## config.mk

```make
export PLATFORM = sky130hd
export DESIGN_NAME = emac_host_ctrl
export DESIGN_NICKNAME = d
export VERILOG_FILES = /design/src/hdl/emac_host_pkg.sv /design/src/hdl/emac_host_ctrl.sv
export SDC_FILE = /design/constraint.sdc
export NUM_CORES = 1
export LEC_CHECK = 0
export BUFFER_PORTS_ARGS = -buffer_cell sky130_fd_sc_hd__clkbuf_2
export CAP_MARGIN = 20
export CORE_MARGIN = 8
export CORE_UTILIZATION = 45
export DETAILED_ROUTE_END_ITERATION = 6
export HOLD_SLACK_MARGIN = 0.05
export PLACE_DENSITY = 0.79
export SYNTH_ARGS = -nofsm -noshare
export SYNTH_HDL_FRONTEND = slang
export SYNTH_SLANG_ARGS = --single-unit
```

## constraint.sdc

```tcl
create_clock -name clk_sys -period 5.8 [get_ports clk_sys]
set_input_delay 0.87 -clock clk_sys [delete_from_list [all_inputs] [get_ports clk_sys]]
set_output_delay 0.87 -clock clk_sys [all_outputs]
set_load 0.005 [all_outputs]
```

## src/hdl/emac_host_pkg.sv

```systemverilog
`default_nettype none
package emac_host_pkg;
	// Own register offsets (APB byte addresses)
	localparam logic [7:0]  REG_COMMAND        = 8'h00;
	localparam logic [7:0]  REG_CONFIG         = 8'h04;
	localparam logic [7:0]  REG_PACE           = 8'h08;
	localparam logic [7:0]  REG_STATUS         = 8'h0c;
	localparam logic [7:0]  REG_ERROR          = 8'h10;
	// Own field positions
	localparam int          CMD_INIT_BIT       = 0;
	localparam int          CMD_SRST_BIT       = 1;
	localparam int          CFG_PRIO_LSB       = 0;
	localparam int          CFG_PREAMBLE_BIT   = 3;
	localparam int          CFG_GIG_BIT        = 4;
	localparam int          CFG_THRESH_LSB     = 8;
	localparam int          CFG_DIV_LSB        = 16;
	localparam int          CFG_UNICAST_LSB    = 24;
	// Own reset values
	localparam logic [31:0] CONFIG_RESET       = 32'h007d_1801;
	localparam logic [15:0] PACE_RESET         = 16'h0004;
	// Device register offsets
	localparam logic [15:0] DEV_CTL_PACE       = 16'h000c;
	localparam logic [15:0] DEV_CTL_INT_EN     = 16'h0014;
	localparam logic [15:0] DEV_TX_CTRL        = 16'h1004;
	localparam logic [15:0] DEV_RX_CTRL        = 16'h1014;
	localparam logic [15:0] DEV_UNICAST_SET    = 16'h1108;
	localparam logic [15:0] DEV_UNICAST_DIS    = 16'h110c;
	localparam logic [15:0] DEV_MAC_CFG        = 16'h1160;
	localparam logic [15:0] DEV_MAC_ERR_STATUS = 16'h1164;
	localparam logic [15:0] DEV_FIFO_CTRL      = 16'h1170;
	localparam logic [15:0] DEV_SOFT_RESET     = 16'h1174;
	localparam logic [15:0] DEV_STATS          = 16'h1200;
	localparam logic [15:0] DEV_ADDR_INDEX     = 16'h1500;
	localparam logic [15:0] DEV_ADDR_HI        = 16'h1504;
	localparam logic [15:0] DEV_HDP            = 16'h1600;
	localparam logic [15:0] DEV_PRIO_ALLOC     = 16'h8000;
	localparam logic [15:0] DEV_MDIO_CTRL      = 16'h4004;
	// Device field positions and values
	localparam int          SOFT_RESET_BIT     = 0;
	localparam logic [31:0] DMA_ENABLE         = 32'h0000_0001;
	localparam int          MEDIA_EN_BIT       = 5;
	localparam int          GIG_SEL_BIT        = 7;
	localparam int          MDIO_EN_BIT        = 30;
	localparam int          MDIO_PREAMBLE_BIT  = 20;
	localparam logic [31:0] UNICAST_ALL        = 32'h0000_00ff;
	localparam logic [31:0] INT_EN_ON          = 32'h0000_00ff;
	localparam logic [31:0] MISC_EN_ON         = 32'h0000_000f;
	// Counts less one
	localparam logic [6:0]  LAST_INT_EN        = 7'h03;
	localparam logic [6:0]  LAST_HDP           = 7'h0f;
	localparam logic [6:0]  LAST_STATS         = 7'h23;
	localparam logic [6:0]  LAST_ADDR          = 7'h3f;
	// Sequence steps, Gray coded in run order
	typedef enum logic [4:0] {
		ST_ERR_READ  = 5'h00,
		ST_RX_OFF    = 5'h01,
		ST_TX_OFF    = 5'h03,
		ST_SRST      = 5'h02,
		ST_SRST_POLL = 5'h06,
		ST_INT_OFF   = 5'h07,
		ST_CFG_CLR   = 5'h05,
		ST_RXC_CLR   = 5'h04,
		ST_TXC_CLR   = 5'h0c,
		ST_HDP       = 5'h0d,
		ST_STATS     = 5'h0f,
		ST_ADDR      = 5'h0e,
		ST_UC_DIS    = 5'h0a,
		ST_UC_SET    = 5'h0b,
		ST_PRIO      = 5'h09,
		ST_FIFO      = 5'h08,
		ST_MDIO      = 5'h18,
		ST_CFG       = 5'h19,
		ST_RX_EN     = 5'h1b,
		ST_TX_EN     = 5'h1a,
		ST_CFG_MEDIA = 5'h1e,
		ST_PACE      = 5'h1f,
		ST_INT_ON    = 5'h1d,
		ST_DONE      = 5'h1c
	} step_e;

	typedef enum logic [1:0] {
		M_IDLE   = 2'b00,
		M_SETUP  = 2'b01,
		M_ACCESS = 2'b11
	} master_state_e;

	typedef struct packed {
		logic        wr;
		logic [15:0] addr;
		logic [31:0] data;
		logic [6:0]  last;
	} xfer_s;
endpackage : emac_host_pkg
`default_nettype wire

```

## src/hdl/emac_host_ctrl.sv

```systemverilog
// Operation
// RQ1: Three-bit priority code, 000 most urgent, 111 least, is written to the device.
// RQ2: Priority setting resets to 001 and is programmed during bring-up.
// RQ3: Memory must serve each 64-byte request within 0.512 us at gigabit.
// RQ4: Single memory latency stays under 0.512 us times the cell threshold.
// RQ5: Soft reset is requested by writing one to bit 0.
// RQ6: DMA engines are stopped before the soft reset is requested.
// RQ7: Soft reset bit reads one while pending, zero when done.
// RQ8: After soft reset every device register is programmed again.
// RQ9: Host error is cleared by soft or hardware reset; status saved first.
// RQ10: Hardware reset restores defaults; device idles until initialised.
// RQ11: Interrupt pace count, peripheral clock one sixth of core, is programmed.
// RQ12: Descriptors live in an 8K local RAM inside the control module.
// RQ13: Interrupt enables are cleared then set, resetting the pace counter.
// RQ14: Management clock divider is programmed for about 1 MHz or slower.
// RQ15: Preamble suppression is set only when software asks for it.
// RQ16: Management engine is enabled so it polls all 32 PHY addresses.
// RQ17: Eight transmit and eight receive queues have head pointers.
// RQ18: All 16 head descriptor pointers are zeroed before DMA enable.
// RQ19: All 36 statistics counters are cleared by writing zero.
// RQ20: All 32 address RAM locations are zeroed before matching setup.
// RQ21: Writing FFh to unicast disable clears unicast on all channels.
// RQ22: Media enable is set only after both DMA engines are enabled.
// RQ23: Soft reset bit self-clears; host polls until it reads zero.
// RQ24: Transmit cell start threshold is programmed into FIFO control.
//
// Chosen here: the placing of the registers and the APB interface to the registers.
`timescale 1ns/10ps
`default_nettype none
module emac_host_ctrl
	import emac_host_pkg::*;
(
	// Clock and reset
	input  wire logic        clk_sys,
	input  wire logic        reset,
	// APB slave, software side
	input  wire logic        psel,
	input  wire logic        penable,
	input  wire logic        pwrite,
	input  wire logic [7:0]  paddr,
	input  wire logic [31:0] pwdata,
	output logic      [31:0] prdata,
	output logic             pready,
	output logic             pslverr,
	// APB master, device side
	output logic             m_psel,
	output logic             m_penable,
	output logic             m_pwrite,
	output logic      [15:0] m_paddr,
	output logic      [31:0] m_pwdata,
	input  wire logic [31:0] m_prdata,
	input  wire logic        m_pready
);
	import emac_host_pkg::*;

	logic [31:0]   config_reg;
	logic [15:0]   pace;
	logic [31:0]   error_status;
	logic          running;
	logic          init_done;
	step_e         step;
	logic [6:0]    idx;
	master_state_e mst;

	// Step table
	function automatic xfer_s step_xfer(input step_e s,
		input logic [6:0] i, input logic [31:0] c, input logic [15:0] p);
		xfer_s x;
		x = '{wr: 1'b1, addr: 16'h0000, data: 32'h0000_0000,
			last: 7'h00};
		unique case (s)
			ST_ERR_READ: begin
				x.wr = 1'b0;
				x.addr = DEV_MAC_ERR_STATUS;
			end
			ST_RX_OFF:    x.addr = DEV_RX_CTRL;
			ST_TX_OFF:    x.addr = DEV_TX_CTRL;
			ST_SRST: begin
				x.addr = DEV_SOFT_RESET;
				x.data[SOFT_RESET_BIT] = 1'b1;
			end
			ST_SRST_POLL: begin
				x.wr = 1'b0;
				x.addr = DEV_SOFT_RESET;
			end
			ST_INT_OFF: begin
				x.addr = DEV_CTL_INT_EN + 16'({i[1:0], 2'b00});
				x.last = LAST_INT_EN;
			end
			ST_CFG_CLR:   x.addr = DEV_MAC_CFG;
			ST_RXC_CLR:   x.addr = DEV_RX_CTRL;
			ST_TXC_CLR:   x.addr = DEV_TX_CTRL;
			ST_HDP: begin
				x.addr = DEV_HDP + 16'({i[3:0], 2'b00});
				x.last = LAST_HDP;
			end
			ST_STATS: begin
				x.addr = DEV_STATS + 16'({i[5:0], 2'b00});
				x.last = LAST_STATS;
			end
			ST_ADDR: begin
				x.addr = i[0] ? DEV_ADDR_HI : DEV_ADDR_INDEX;
				x.data = i[0] ? 32'h0000_0000 : 32'(i[5:1]);
				x.last = LAST_ADDR;
			end
			ST_UC_DIS: begin
				x.addr = DEV_UNICAST_DIS;
				x.data = UNICAST_ALL;
			end
			ST_UC_SET: begin
				x.addr = DEV_UNICAST_SET;
				x.data = 32'(c[CFG_UNICAST_LSB +: 8]);
			end
			ST_PRIO: begin
				x.addr = DEV_PRIO_ALLOC;
				x.data = 32'(c[CFG_PRIO_LSB +: 3]);
			end
			ST_FIFO: begin
				x.addr = DEV_FIFO_CTRL;
				x.data = 32'(c[CFG_THRESH_LSB +: 5]);
			end
			ST_MDIO: begin
				x.addr = DEV_MDIO_CTRL;
				x.data = 32'(c[CFG_DIV_LSB +: 8]);
				x.data[MDIO_EN_BIT] = 1'b1;
				x.data[MDIO_PREAMBLE_BIT] = c[CFG_PREAMBLE_BIT];
			end
			ST_CFG: begin
				x.addr = DEV_MAC_CFG;
			end
			ST_RX_EN: begin
				x.addr = DEV_RX_CTRL;
				x.data = DMA_ENABLE;
			end
			ST_TX_EN: begin
				x.addr = DEV_TX_CTRL;
				x.data = DMA_ENABLE;
			end
			ST_CFG_MEDIA: begin
				x.addr = DEV_MAC_CFG;
				x.data[MEDIA_EN_BIT] = 1'b1;
				x.data[GIG_SEL_BIT] = c[CFG_GIG_BIT];
			end
			ST_PACE: begin
				x.addr = DEV_CTL_PACE;
				x.data = 32'(p);
			end
			ST_INT_ON: begin
				x.addr = DEV_CTL_INT_EN + 16'({i[1:0], 2'b00});
				x.data = (i[1:0] == 2'b11) ? MISC_EN_ON : INT_EN_ON;
				x.last = LAST_INT_EN;
			end
			default: x.wr = 1'b0;
		endcase
		return x;
	endfunction : step_xfer

	// Step order
	function automatic step_e step_succ(input step_e s,
		input logic adv);
		// Hold unless the step is finished
		if (!adv)
			return s;
		unique case (s)
			ST_ERR_READ:  return ST_RX_OFF;      // RQ9
			ST_RX_OFF:    return ST_TX_OFF;      // RQ6
			ST_TX_OFF:    return ST_SRST;        // RQ6
			ST_SRST:      return ST_SRST_POLL;   // RQ5
			ST_SRST_POLL: return ST_INT_OFF;     // RQ7 RQ23
			ST_INT_OFF:   return ST_CFG_CLR;     // RQ13
			ST_CFG_CLR:   return ST_RXC_CLR;     // RQ8
			ST_RXC_CLR:   return ST_TXC_CLR;
			ST_TXC_CLR:   return ST_HDP;
			ST_HDP:       return ST_STATS;       // RQ12 RQ17 RQ18
			ST_STATS:     return ST_ADDR;        // RQ19
			ST_ADDR:      return ST_UC_DIS;      // RQ20
			ST_UC_DIS:    return ST_UC_SET;      // RQ21
			ST_UC_SET:    return ST_PRIO;        // RQ21
			ST_PRIO:      return ST_FIFO;        // RQ1 RQ2
			ST_FIFO:      return ST_MDIO;        // RQ24 RQ4
			ST_MDIO:      return ST_CFG;         // RQ14 RQ15 RQ16
			ST_CFG:       return ST_RX_EN;
			ST_RX_EN:     return ST_TX_EN;
			ST_TX_EN:     return ST_CFG_MEDIA;   // RQ22
			ST_CFG_MEDIA: return ST_PACE;        // RQ22
			ST_PACE:      return ST_INT_ON;      // RQ11
			ST_INT_ON:    return ST_DONE;        // RQ13
			ST_DONE:      return ST_DONE;
			default:      return ST_DONE;
		endcase
	endfunction : step_succ

	// Slave decode
	wire         s_setup   = psel & ~penable;
	wire         s_write   = psel & penable & pwrite;
	wire         hit_cmd   = (paddr == REG_COMMAND);
	wire         hit_cfg   = (paddr == REG_CONFIG);
	wire         hit_pace  = (paddr == REG_PACE);
	wire         hit_stat  = (paddr == REG_STATUS);
	wire         hit_err   = (paddr == REG_ERROR);
	wire         mapped    = hit_cmd | hit_cfg | hit_pace | hit_stat
		| hit_err;

	// Commands, dropped while busy
	wire         busy      = running | (mst != M_IDLE);
	wire         cmd_init  = s_write & hit_cmd & pwdata[CMD_INIT_BIT]
		& ~busy;
	wire         cmd_srst  = s_write & hit_cmd & pwdata[CMD_SRST_BIT]
		& ~busy;

	// Status word and read mux
	wire [31:0]  status    = {28'h0, step == ST_SRST_POLL, 1'b0,
		init_done, busy};
	wire [31:0]  rd_mux    = hit_cfg  ? config_reg :
		hit_pace ? 32'(pace) :
		hit_stat ? status :
		hit_err  ? error_status : 32'h0000_0000;

	// Sequencer decode
	wire xfer_s  cur       = step_xfer(step, idx, config_reg, pace);
	wire         xfer_end  = (mst == M_ACCESS) & m_pready;
	wire         step_last = (idx == cur.last);
	// Poll repeats until the device clears its bit
	wire         poll_busy = (step == ST_SRST_POLL)
		& m_prdata[SOFT_RESET_BIT];                      // RQ7 RQ23
	wire step_e  next_step = step_succ(step,
		step_last & ~poll_busy);
	wire [6:0]   next_idx  = (poll_busy | step_last) ? 7'h00
		: idx + 7'h01;

	// Software registers
	always_ff @(posedge clk_sys or posedge reset) begin
		if (reset) begin
			config_reg <= CONFIG_RESET;                      // RQ2
			pace       <= PACE_RESET;
		end else begin
			if (s_write & hit_cfg)
				config_reg <= pwdata;
			if (s_write & hit_pace)
				pace <= pwdata[15:0];
		end
	end

	// Slave answer, zero wait states
	always_ff @(posedge clk_sys or posedge reset) begin
		if (reset) begin
			prdata  <= 32'h0000_0000;
			pready  <= 1'b0;
			pslverr <= 1'b0;
		end else begin
			pready <= 1'b1;
			if (s_setup) begin
				prdata  <= rd_mux;
				pslverr <= ~mapped;
			end
		end
	end

	// Step sequencer
	always_ff @(posedge clk_sys or posedge reset) begin
		if (reset) begin
			running   <= 1'b0;                               // RQ10
			init_done <= 1'b0;
			step      <= ST_DONE;
			idx       <= 7'h00;
		end else if (cmd_init) begin
			running   <= 1'b1;
			init_done <= 1'b0;
			step      <= ST_INT_OFF;                         // RQ13
			idx       <= 7'h00;
		end else if (cmd_srst) begin
			running   <= 1'b1;
			init_done <= 1'b0;
			step      <= ST_ERR_READ;                        // RQ9
			idx       <= 7'h00;
		end else if (xfer_end) begin
			step <= next_step;                               // RQ8
			idx  <= next_idx;
			if (next_step == ST_DONE) begin
				running   <= 1'b0;
				init_done <= 1'b1;
			end
		end
	end

	// Error status captured before reset
	always_ff @(posedge clk_sys or posedge reset) begin
		if (reset)
			error_status <= 32'h0000_0000;
		else if (xfer_end & (step == ST_ERR_READ))
			error_status <= m_prdata;                        // RQ9
	end

	// APB master
	always_ff @(posedge clk_sys or posedge reset) begin
		if (reset) begin
			mst       <= M_IDLE;
			m_psel    <= 1'b0;
			m_penable <= 1'b0;
			m_pwrite  <= 1'b0;
			m_paddr   <= 16'h0000;
			m_pwdata  <= 32'h0000_0000;
		end else begin
			unique case (mst)
				M_IDLE: begin
					if (running & (step != ST_DONE)) begin
						mst      <= M_SETUP;
						m_psel   <= 1'b1;
						m_pwrite <= cur.wr;
						m_paddr  <= cur.addr;
						m_pwdata <= cur.data;
					end
				end
				M_SETUP: begin
					mst       <= M_ACCESS;
					m_penable <= 1'b1;
				end
				M_ACCESS: begin
					if (m_pready) begin
						mst       <= M_IDLE;
						m_psel    <= 1'b0;
						m_penable <= 1'b0;
					end
				end
			endcase
		end
	end

	// Step order notes, carried by the table above:
	// stop DMA before reset                                 RQ6
	// write reset bit                                       RQ5
	// zero head pointers                                    RQ17 RQ18
	// clear statistics                                      RQ19
	// zero address RAM                                      RQ20
	// unicast disable all                                   RQ21
	// priority code                                         RQ1
	// cell threshold                                        RQ24 RQ4
	// divider, enable, preamble                             RQ14 RQ15 RQ16
	// media enable after DMA enables                        RQ22
	// pace count                                            RQ11
endmodule : emac_host_ctrl
`default_nettype wire

```

==> results.json <==
{
  "run_status": "finished with violations",
  "violations_in_the_final_reports": "DRC",
  "cp_most_frequent_cell": "sky130_fd_sc_hd__nand2b_1",
  "finish.utilization": 0.542,
  "die_h_um": 148,
  "worst-path-max-fanout": 29,
  "fmaxAchievable_ghz": 0.308,
  "setup_tns_ns": 0,
  "startpoint_type": "flop",
  "finalHoldViolCount": 0,
  "grt_first_pass_wirelength_um": 37000,
  "cts_hold_buffers": 0,
  "place.port_buffers": 144,
  "share_of_the_yosys_chip_area_belonging_to_registers": 0.522,
  "post_synth_main_area_contributors": "sky130_fd_sc_hd__dfrtp_1 48%, sky130_fd_sc_hd__mux2_2 12%, sky130_fd_sc_hd__dfstp_2 4.4%",
  "detailroute.via_count": 6529,
  "hp-class": "in -> async",
  "cts_made_buffers": 17,
  "vias_in_the_first_global_route": 6440,
  "p_leak_uw": 0.00458,
  "maximum_number_of_pins_on_one_net_before_global_route_repair": 114,
  "ctsHtreeMaxLevel": 4,
  "detailed_placement_wirelength_estimate_um": 16400,
  "gpl.final_weighted_congestion": 0.913,
  "postCtsSetupRepairBufs": 0,
  "drtPass1Iterations": 7,
  "boundary_pin_count": 163,
  "syn_area_sq_um": 7840,
  "cts_repair_resize_count": 0,
  "finalInstanceArea_sq_um": 9310,
  "synthArstFlopShare": 1.00,
  "final_net_count": 934,
  "syn_inst": 732,
  "crit_path_cell_trace": "nand2b_1 -> o31ai_1 -> nand2b_1 -> buf_4 -> a31oi_1 -> a21o_1",
  "total_power_uw": 3370,
  "synth_cell_type_count": 69,
  "worstSetupPathType": "reg -> reg",
  "clk_root_buffer_cell": "sky130_fd_sc_hd__clkbuf_16",
  "final_layout_size_suffix_gt1_frac": 0.344,
  "synth_top_flop_cell": "sky130_fd_sc_hd__dfrtp_1",
  "floorplan.initialDensity": 0.457,
  "synth.cells.most_frequent": "150 x sky130_fd_sc_hd__dfrtp_1, 81 x sky130_fd_sc_hd__mux2_2, 80 x sky130_fd_sc_hd__nand2_1, 59 x sky130_fd_sc_hd__nor2_1, 43 x sky130_fd_sc_hd__o21ai_0",
  "row_count": 48,
  "critPathRequiredTime_ns": 6.12,
  "die_width_um": 148,
  "setup_violations": 0,
  "synth_warnings": 0,
  "clock-skew-final_ns": 0.0118,
  "cts_tree": "done",
  "remaining_drc_errors": 1,
  "delay_contributed_by_the_slowest_stage_of_the_critical_path_ns": 0.83,
  "clock_insertion_delay_worst_skew_ns": 0.44,
  "worstRegToRegCells": 6,
  "largest_voltage_drop_on_the_vdd_net_mv": 0.242,
  "grt_overflow": 0,
  "area.growth.synth_to_final_pct": 18.7,
  "post-synth-top-count-cell": "sky130_fd_sc_hd__dfrtp_1",
  "drt_wl_total_um": 23300,
  "clock-sinks": 163,
  "antenna_cells_inserted": 0,
  "maxCapViolCount": 0,
  "wl_per_cell_um": 21.3,
  "finalCriticalPeriod_ns": 3.25,
  "post_dp_cell_area_sq_um": 8680,
  "power_per_cell_area_nw_per_um2": 362,
  "number_of_flops_mapped_to_enable_cells_by_yosys": 0,
  "share_of_yosys_cell_area_claimed_by_the_top_area_cell_type": 0.479,
  "synthesis.area_per_instance_sq_um": 10.7,
  "slew_headroom": 0.287,
  "worst_ep_arrival_time_ns": 3.57,
  "timing.critical_path.slowest_stage_cell": "sky130_fd_sc_hd__dfstp_2",
  "cts.clk_slew.worst_paths_ns": 0.07,
  "first_iter_violations": 799,
  "ys_ff_latch": 163,
  "timing_max_transition_violations_final": 0,
  "grt_setup_unrepaired": "no",
  "overall_fraction_of_global_route_tracks_in_use": 0.216,
  "drt-vias-per-instance": 5.98,
  "maximum_buffer_depth_of_the_clock_tree": 2,
  "antenna_violations_before_repair": 0,
  "final.period_utilization": 0.560,
  "worstSetupEndpointType": "flop",
  "die-area_sq_um": 21900,
  "antenna_left": 0,
  "worst_slew_pin_slew_ns": 1.07,
  "core-area_sq_um": 17200,
  "yosysTopAreaCell": "sky130_fd_sc_hd__dfrtp_1"
}
==> per-stage QoR <==
step,setup slack (ns),instances,hold WS (ns)
after global routing,2.33,1092,0.325
after floorplan,0.547,749,0.449
after detailed placement,2.21,1059,0.461
after CTS,2.62,1091,0.478
after global placement,2.32,1058,0.453
final,2.55,1092,0.330
==> power by group <==
part / leakage, uW / switching (uW) / internal, uW
logic: 0.00212 / 530 / 328
registers: 0.00218 / 138 / 1210
clock network: 0.000285 / 475 / 687
==> layout make-up <==
type	instances	area [sq um]
inverter	8	35.0
sequential	163	4100
timing repair buffer	158	850
tap	225	282
clock inverter	13	158
clock buffer	19	443
multi-input combinational	506	3450
fill	1514	7870
==> critical path: cells and delay by family (launching register included) <==
| kind | cells | cell delay [ns] |
|---|---|---|
| buffers and inverters | 1 | 0.37 |
| flip-flops | 1 | 0.83 |
| AO/OA/AOI/OAI | 3 | 0.82 |
| AND/OR/NAND/NOR | 2 | 1.09 |
==> layer usage <==
layer	GRT usage	up-vias	share of wire
li1	-	2901	-
met1	0.283	3238	0.42
met2	0.337	349	0.47
met3	0.0670	41	0.098
met4	0.0673	0	0.019
met5	0	-	0
==> placed cells by master, fill, tap and decap left out, types with 3 or more instances in the layout <==
| cell | Yosys | final |
|---|---|---|
| sky130_fd_sc_hd__dfrtp_1 | 150 | 150 |
| sky130_fd_sc_hd__clkbuf_2 | 1 | 144 |
| sky130_fd_sc_hd__mux2_2 | 81 | 81 |
| sky130_fd_sc_hd__nand2_1 | 80 | 80 |
| sky130_fd_sc_hd__nor2_1 | 59 | 58 |
| sky130_fd_sc_hd__o21ai_0 | 43 | 43 |
| sky130_fd_sc_hd__nand3_1 | 22 | 22 |
| sky130_fd_sc_hd__a21oi_1 | 20 | 20 |
| sky130_fd_sc_hd__a221oi_1 | 19 | 19 |
| sky130_fd_sc_hd__conb_1 | 2 | 19 |
| sky130_fd_sc_hd__a222oi_1 | 18 | 18 |
| sky130_fd_sc_hd__clkbuf_16 | 0 | 17 |
| sky130_fd_sc_hd__dfstp_2 | 13 | 13 |
| sky130_fd_sc_hd__buf_4 | 18 | 12 |
| sky130_fd_sc_hd__a31oi_1 | 10 | 10 |
| sky130_fd_sc_hd__nor2b_1 | 10 | 10 |
| sky130_fd_sc_hd__nand2b_1 | 9 | 9 |
| sky130_fd_sc_hd__a21o_1 | 8 | 8 |
| sky130_fd_sc_hd__inv_1 | 8 | 7 |
| sky130_fd_sc_hd__nor3_1 | 10 | 7 |
| sky130_fd_sc_hd__o31ai_1 | 7 | 7 |
| sky130_fd_sc_hd__a22o_1 | 6 | 6 |
| sky130_fd_sc_hd__o211ai_1 | 6 | 6 |
| sky130_fd_sc_hd__a22oi_1 | 5 | 5 |
| sky130_fd_sc_hd__and3_1 | 5 | 5 |
| sky130_fd_sc_hd__o22ai_1 | 4 | 4 |
| sky130_fd_sc_hd__nor3_2 | 1 | 4 |
| sky130_fd_sc_hd__clkinv_2 | 0 | 4 |
| sky130_fd_sc_hd__clkinvlp_4 | 0 | 4 |
| sky130_fd_sc_hd__a21boi_0 | 3 | 3 |
| sky130_fd_sc_hd__mux2_1 | 3 | 3 |
| sky130_fd_sc_hd__o41ai_1 | 3 | 3 |
| sky130_fd_sc_hd__a41o_1 | 3 | 3 |
| sky130_fd_sc_hd__nand4_1 | 3 | 3 |
| sky130_fd_sc_hd__mux2i_1 | 3 | 3 |
| sky130_fd_sc_hd__bufinv_16 | 0 | 3 |
==> cell families (layout without fill, tap and decap cells) <==
logic type	after synthesis	count (layout)	share of synthesized area
AOI/OAI and AO/OA	179	179	0.166
xor gates and xnor gates	1	1	0.00112
adders and majority gates	2	2	0.00319
buffers and inverters	80	198	0.0498
DFF	163	163	0.522
muxes	88	88	0.126
other	2	19	0.000958
and+or+nand+nor	217	217	0.130
==> path summary, 6_finish.rpt <==
path                                            from  slack (ns)                      endpoint
worst max-delay path             step[2]$_DFFE_PP1P_        2.55       m_pwdata[0]$_DFFE_PP0P_
worst min-delay path                           reset        0.33  error_status[31]$_DFFE_PP0P_
worst max register to register   step[2]$_DFFE_PP1P_        2.55       m_pwdata[0]$_DFFE_PP0P_
worst min register to register  m_pwrite$_DFFE_PP0P_        0.47          m_pwrite$_DFFE_PP0P_
max in group asynchronous                      reset        4.18        m_paddr[8]$_DFFE_PP0P_
min in group clk_sys            m_pwrite$_DFFE_PP0P_        0.47          m_pwrite$_DFFE_PP0P_
No activity file was read; power rests on OpenSTA's default activity.
